**src/common/ebpw_pkg.sv**
```systemverilog
package ebpw_pkg;

	// ==========================================================
	// Zones and field layout of a zone timing word
	localparam int          NZONE       = 4;
	localparam int          ZW          = 2;
	localparam int          CW          = 5;
	localparam int          WSW         = 8;

	typedef struct packed {
		logic       ready_sample_async;
		logic       ready_use_en;
		logic       phase_double_sel;
		logic [1:0] wr_trail_cnt;
		logic [2:0] wr_active_cnt;
		logic [1:0] wr_lead_cnt;
		logic [1:0] rd_trail_cnt;
		logic [2:0] rd_active_cnt;
		logic [1:0] rd_lead_cnt;
	} ebpw_timing_t;

	localparam int          TIM_W       = $bits(ebpw_timing_t);
	localparam logic [16:0] TIMING_RST  = 17'h1FFFF;

	// ==========================================================
	// Register byte offsets
	localparam logic [7:0]  ZONE_BASE   = 8'h00;
	localparam logic [7:0]  CMD_OFF     = 8'h10;
	localparam logic [7:0]  STAT_OFF    = 8'h14;

	// Command word fields
	localparam int          CMD_WR_BIT  = 0;
	localparam int          CMD_ZONE_LO = 1;

	// Status word fields
	localparam int          STAT_BUSY   = 4;
	localparam int          STAT_WS_LO  = 8;

	// ==========================================================
	// Access phases, one-hot
	typedef enum logic [3:0] {
		PH_IDLE   = 4'b0001,
		PH_LEAD   = 4'b0010,
		PH_ACTIVE = 4'b0100,
		PH_TRAIL  = 4'b1000
	} ebpw_phase_t;

	// External strobes, all active low
	typedef struct packed {
		logic [NZONE-1:0] cs_n;
		logic             rd_n;
		logic             we_n;
	} ebpw_strobe_t;

	localparam logic [5:0]  STROBE_IDLE = 6'h3F;

endpackage

```
**src/logic/ebpw_ext_bus_if.sv**
```systemverilog
module ebpw_ext_bus_if
	import ebpw_pkg::*;
(
	// Clock and reset
	input  wire  logic                  clk,
	input  wire  logic                  rst_n,
	// AHB-Lite slave
	input  wire  logic                  hsel,
	input  wire  logic [31:0]           haddr,
	input  wire  logic [1:0]            htrans,
	input  wire  logic                  hwrite,
	input  wire  logic [2:0]            hsize,
	input  wire  logic [31:0]           hwdata,
	input  wire  logic                  hready,
	output logic       [31:0]           hrdata,
	output logic                        hreadyout,
	output logic                        hresp,
	// External memory side
	input  wire  logic                  ext_ready_in,
	output ebpw_pkg::ebpw_strobe_t      strobe
);
	import ebpw_pkg::*;

	// ==========================================================
	// Bus slave
	logic               wsel_q;
	logic [7:0]         waddr_q;
	logic [31:0]        rdata_q;
	ebpw_timing_t       tim_q [NZONE];
	ebpw_phase_t        ph_q;
	ebpw_phase_t        ph_d;
	logic [CW-1:0]      cnt_q;
	logic [CW-1:0]      cnt_d;
	logic [WSW-1:0]     ws_q;
	logic [ZW-1:0]      zone_q;
	logic               wr_q;
	ebpw_strobe_t       strobe_q;
	logic               rdy_s1_q;
	logic               rdy_s2_q;
	logic               rdy_s3_q;

	// Address phase decode; only whole-word transfers are used
	wire         addr_go   = hsel & hready & htrans[1];
	wire  [7:0]  aoff      = haddr[7:0];
	wire         a_zone    = (aoff[7:4] == ZONE_BASE[7:4]);
	wire  [ZW-1:0] a_zidx  = aoff[ZW+1:2];
	wire  [ZW-1:0] w_zidx  = waddr_q[ZW+1:2];
	wire         w_zone    = wsel_q & (waddr_q[7:4] == ZONE_BASE[7:4]);
	wire         w_cmd     = wsel_q & (waddr_q == CMD_OFF);
	wire         st_idle   = (ph_q == PH_IDLE);
	wire         st_lead   = (ph_q == PH_LEAD);
	wire         st_act    = (ph_q == PH_ACTIVE);
	wire         st_trail  = (ph_q == PH_TRAIL);
	// A start while busy is dropped
	wire         start_go  = w_cmd & st_idle;

	// Status word shows the engine's own state
	wire  [31:0] stat_w    = {16'h0000, ws_q, 3'h0, ~st_idle, ph_q};
	wire  [31:0] rd_mux    = a_zone ? {15'h0000, tim_q[a_zidx]} :
	                         (aoff == STAT_OFF) ? stat_w : 32'h00000000;

	assign hrdata    = rdata_q;
	assign hreadyout = 1'b1;   // Zero wait states, always OKAY
	assign hresp     = 1'b0;

	// Latch write address phase, prepare read data
	always_ff @(posedge clk or negedge rst_n) begin
		if (!rst_n) begin
			wsel_q  <= 1'b0;
			waddr_q <= 8'h00;
			rdata_q <= 32'h00000000;
		end else begin
			wsel_q  <= addr_go & hwrite;
			waddr_q <= aoff;
			rdata_q <= (addr_go & ~hwrite) ? rd_mux : 32'h00000000;
		end
	end

	always_ff @(posedge clk or negedge rst_n) begin
		if (!rst_n) begin
			for (int i = 0; i < NZONE; i++) tim_q[i] <= TIMING_RST;
		end else if (w_zone) begin
			tim_q[w_zidx] <= hwdata[TIM_W-1:0];
		end
	end

	// ==========================================================
	// Ready synchroniser; async mode takes one extra stage
	always_ff @(posedge clk or negedge rst_n) begin
		if (!rst_n) begin
			rdy_s1_q <= 1'b0;
			rdy_s2_q <= 1'b0;
			rdy_s3_q <= 1'b0;
		end else begin
			rdy_s1_q <= ext_ready_in;
			rdy_s2_q <= rdy_s1_q;
			rdy_s3_q <= rdy_s2_q;
		end
	end

	// ==========================================================
	// Phase lengths of the selected zone
	// Zone comes from the command while idle, else the latched one
	wire  [ZW-1:0] zsel    = st_idle ? hwdata[CMD_ZONE_LO +: ZW] : zone_q;
	wire           wsel    = st_idle ? hwdata[CMD_WR_BIT] : wr_q;
	ebpw_timing_t  tz;
	assign tz = tim_q[zsel];
	wire           dbl     = tz.phase_double_sel;
	wire  [2:0]    lead_f  = wsel ? {1'b0, tz.wr_lead_cnt} :
	                                {1'b0, tz.rd_lead_cnt};
	wire  [2:0]    act_f   = wsel ? tz.wr_active_cnt : tz.rd_active_cnt;
	wire  [2:0]    trl_f   = wsel ? {1'b0, tz.wr_trail_cnt} :
	                                {1'b0, tz.rd_trail_cnt};
	wire  [CW-1:0] lead_len = dbl ? {1'b0, lead_f, 1'b0} : {2'b00, lead_f};
	// active is scaled field plus one; waits add on top
	wire  [CW-1:0] act_len  = (dbl ? {1'b0, act_f, 1'b0} : {2'b00, act_f})
	                          + 5'd1;
	wire  [CW-1:0] trl_len  = dbl ? {1'b0, trl_f, 1'b0} : {2'b00, trl_f};
	// ready looked at only when the zone enables it
	wire           rdy_now  = tz.ready_sample_async ? rdy_s3_q : rdy_s2_q;
	wire           hold_wait = tz.ready_use_en & ~rdy_now;
	wire           act_done = st_act & (cnt_q == 5'd0) & ~hold_wait;

	// lead, then active, then trail; zero-length phases skipped.
	// lengths are not checked, software owns the minimums
	always_comb begin
		ph_d  = ph_q;
		cnt_d = cnt_q;
		unique case (ph_q)
			PH_IDLE: begin
				if (start_go) begin
					ph_d  = (lead_len != 5'd0) ? PH_LEAD : PH_ACTIVE;
					cnt_d = (lead_len != 5'd0) ? lead_len - 5'd1 :
					                             act_len - 5'd1;
				end
			end
			PH_LEAD: begin
				if (cnt_q == 5'd0) begin
					ph_d  = PH_ACTIVE;
					cnt_d = act_len - 5'd1;
				end else begin
					cnt_d = cnt_q - 5'd1;
				end
			end
			PH_ACTIVE: begin
				if (cnt_q != 5'd0) begin
					cnt_d = cnt_q - 5'd1;
				end else if (!hold_wait) begin
					ph_d  = (trl_len != 5'd0) ? PH_TRAIL : PH_IDLE;
					cnt_d = (trl_len != 5'd0) ? trl_len - 5'd1 : 5'd0;
				end
			end
			PH_TRAIL: begin
				if (cnt_q == 5'd0) begin
					ph_d = PH_IDLE;
				end else begin
					cnt_d = cnt_q - 5'd1;
				end
			end
			default: begin
				ph_d  = PH_IDLE;
				cnt_d = 5'd0;
			end
		endcase
	end

	// each held cycle at the end of active is one wait state
	wire  [WSW-1:0] ws_d = start_go ? 8'h00 :
	                       (st_act & (cnt_q == 5'd0) & hold_wait) ?
	                       ws_q + 8'h01 : ws_q;

	// strobes come from flops on the timing clock edge
	ebpw_strobe_t  strobe_d;
	wire  [ZW-1:0] zone_d = start_go ? zsel : zone_q;
	wire           wr_d   = start_go ? wsel : wr_q;
	always_comb begin
		strobe_d = STROBE_IDLE;
		if (ph_d != PH_IDLE) strobe_d.cs_n[zone_d] = 1'b0;
		strobe_d.rd_n = ~((ph_d == PH_ACTIVE) & ~wr_d);
		strobe_d.we_n = ~((ph_d == PH_ACTIVE) & wr_d);
	end

	// Engine state; the timing clock is clk itself
	always_ff @(posedge clk or negedge rst_n) begin
		if (!rst_n) begin
			ph_q     <= PH_IDLE;
			cnt_q    <= 5'd0;
			ws_q     <= 8'h00;
			zone_q   <= '0;
			wr_q     <= 1'b0;
			strobe_q <= STROBE_IDLE;
		end else begin
			ph_q     <= ph_d;
			cnt_q    <= cnt_d;
			ws_q     <= ws_d;
			zone_q   <= zone_d;
			wr_q     <= wr_d;
			strobe_q <= strobe_d;
		end
	end

	assign strobe = strobe_q;
endmodule

```
**config.mk**
```make
export PLATFORM = sky130hd
export DESIGN_NAME = ebpw_ext_bus_if
export DESIGN_NICKNAME = d
export VERILOG_FILES = /design/src/common/ebpw_pkg.sv /design/src/logic/ebpw_ext_bus_if.sv
export SDC_FILE = /design/constraint.sdc
export NUM_CORES = 1
export LEC_CHECK = 0
export ABC_CLOCK_PERIOD_IN_PS = 3700
export BUFFER_PORTS_ARGS = -buffer_cell sky130_fd_sc_hd__buf_2
export CAP_MARGIN = 5
export CORE_MARGIN = 1
export CORE_UTILIZATION = 51
export CTS_BUF_LIST = sky130_fd_sc_hd__clkbuf_4 sky130_fd_sc_hd__clkbuf_8 sky130_fd_sc_hd__clkbuf_16
export CTS_CLUSTER_DIAMETER = 80
export DETAILED_ROUTE_END_ITERATION = 6
export PLACE_DENSITY = 0.75
export SETUP_SLACK_MARGIN = 0.1
export SLEW_MARGIN = 40
export SYNTH_ARGS = -nofsm -noshare
export SYNTH_HDL_FRONTEND = slang
export SYNTH_SLANG_ARGS = --single-unit
export TNS_END_PERCENT = 1
```
**constraint.sdc**
```tcl
create_clock -name clk -period 3.7 [get_ports clk]
set_clock_uncertainty 0.05 [all_clocks]
set_input_delay 0.37 -clock clk [delete_from_list [all_inputs] [get_ports clk]]
set_output_delay 0.37 -clock clk [all_outputs]
set_load 0.03 [all_outputs]
```
==> results.ini <==
[floorplanning]
initial_core_util=0.5298
pin_count=115
die_x_um=114.6
core_area_um2=12210
die_area_um2=13140
fp.dieH_um=114.6
fp-row-count=40

[placement]
pre_cts_ws_ns=0.08986
place_congestion=0.9084
port_buffers=54
dp_hpwl_mm=10.40
postPlaceCellArea_um2=7081
dp.cells=760

[logic_synthesis]
synthTopCellsByCount=dfstp_2, mux2_2, dfrtp_1, nand2_1, mux2i_1
yosysWarnings=0
yosysMostFrequentCell=dfstp_2
ys_types=64
synth_edf_count=0
yosys.area.top_type=dfstp_2
syn_area_per_cell_um2=12.28
synth_xor_area_frac=0.01354
synth.top_cell.area_share=0.3046
yosys.area_share.simple=0.1023
synthCells=527
synth_seq_cells=123
synth_compound_area_frac=0.07291
yosys.area_share.adder=0.01354
synth_top_family_by_area=multiplexers
muxShareOfSynthArea=0.2520
ys_seq_area_frac=0.4902
async_flop_share=1.000
ys_top_cells_by_area=dfstp_2, dfrtp_1, mux2_2, mux4_2, mux2i_1
synthFlopType=dfstp_2
syn_area_um2=6470

[worst_setup_path]
path_class=flip-flop to flip-flop
required_ns=3.95
reg2reg_from=ph_q[0]
crit_start=ph_q[0]
endpoint_kind=flip-flop
start_kind=flip-flop
critPathArrivalTime_ns=3.81
critPathMaxFanout=7

[job]
max_cap_violations=0

[global_route]
gr-usage-all-layers=0.2571
grt_max_degree=48
use_met2=0.4194
grt_overflow_total=0
first_global_vias=4728
antenna_found_initial=0
gr-usage-met1=0.3332
busiest_layer=met2
use_met3=0.06141
grt_pass1_wl_mm=25.07

[route]
drt_iter0_drc=229
drc=0
firstDrtPassIters=7
wl_mm=15.24
num_vias=4608
wl_per_cell_um=19.10
ant_nets=0
via_per_inst=5.774

[cts]
clock_path_buffers=2
clock-sinks=123
h-tree-depth=4
cts_tree=yes
cts_made_buffers=17
clkTransAtPathRegs_ns=0.06
clock-root-buffer=clkbuf_16
clk_latency_ns=0.42

[sta]
hold_ws_ns=0.02621
period_needed_ns=3.561
drv_slew=0
tightest_slew_ns=0.8368
setup_ws_ns=0.1392
setup_violations=0
hold_viol_final=0
fin_tns_setup_ns=0
rsz0062_at_grt=true
min_period_over_period=0.9624
max-slew-margin-rel=0.4421
fmax_mhz=280.8

[cells_and_area]
multi_input_area_um2=3098
n_fill_cell=957
final_area_um2=7790
finalNetCount=699
final_cells=798
syn2layout_area_growth_pct=20.40
seq_area_um2=3172
antenna_cells=0
drive_gt1_frac=0.5000
fin_util=0.6379

[pwr]
power.total_mw=3.439
powerDensity_nw_per_um2=441.5
cellLeakagePower_nw=3.415
max-vdd-ir-drop_uv=364.5

[worst_hold_path]
hold_start=haddr[5]
min_path_type=input port to flip-flop

[run_status]
status=finished, final reports clean

## repair_timing
item,4_1_cts,5_1_grt
resized for setup,2,7
endpoints found under the hold margin,26,0
buffers inserted,3,1
pin swaps,0,5
hold buffers,2,0
endpoints found under the setup margin,3,7
## placed cells by master, fill, tap and decap left out, types with 5 or more instances in the layout
cell type / instances
nand2_1: 40
nor3_1: 8
dfrtp_1: 48
nand2b_1: 10
mux2_4: 5
nor2b_1: 5
buf_4: 38
buf_2: 53
xnor2_1: 6
o21ai_0: 23
nand3_1: 10
mux2_2: 69
a21oi_1: 16
mux4_2: 21
mux2i_1: 22
conb_1: 17
clkinv_2: 5
inv_1: 24
dfstp_2: 75
nor2_1: 21
clkbuf_16: 17
ha_1: 5
## cells by family after synthesis
family / count (synthesis)
multiplexers: 125
flip-flops: 123
AND/OR/NAND/NOR: 123
AO/OA/AOI/OAI: 74
buffers and inverters: 63
XOR/XNOR: 10
adder cells (fa/ha/maj): 7
other: 2
## metal layers
metal  vias up  share of wire
met2       169           0.49
met1      2356           0.44
met5         -              0
met3        27          0.054
li1       2056              -
met4         0          0.020
## registers in the layout, indices dropped and copies added, names as in the netlist
register,flops
ph_q,4
ws_q,8
cnt_q,5
wsel_q,1
waddr_q,8
tim_q,68
hrdata,17
rdy_s3_q,1
strobe,6
wr_q,1
rdy_s2_q,1
rdy_s1_q,1
zone_q,2
## path summary, 6_finish.rpt
path	endpoint	slack, ns	depth (start not counted)
setup / recovery	cnt_q[1]	0.14	13
hold reg to reg	rdy_s2_q	0.30	0
min in group asynchronous	ws_q[2]	0.45	2
hold / removal	waddr_q[5]	0.03	1
setup reg to reg	cnt_q[1]	0.14	13
max in group asynchronous	tim_q[19]	2.15	3
## layout make-up
type / count / area share
sequential: 123 / 0.4072
timing repair buffer: 95 / 0.07726
inverter: 24 / 0.01156
clock inverter: 8 / 0.01478
tap: 168 / 0.02698
clock buffer: 24 / 0.06457
multi-input combinational: 356 / 0.3977
## worst max-delay path: stages, from the launching register on
cell     delay, ns
dfstp_2       0.54
or4b_4        0.48
mux2_4        0.38
mux2_4        0.22
o22ai_1       0.08
a221o_1       0.32
mux2_4        0.29
ha_4          0.17
ha_4          0.17
a21oi_4       0.12
nor2_1        0.05
a211o_1       0.33
a22oi_2       0.15
o31ai_2       0.09
## where the power goes
part	switching [mW]	total, mW	internal (mW)
combinational	0.169	0.303	0.134
sequential	0.0264	1.43	1.40
clock	0.564	1.71	1.15
Note: power is estimated with default switching activity, not from simulation.
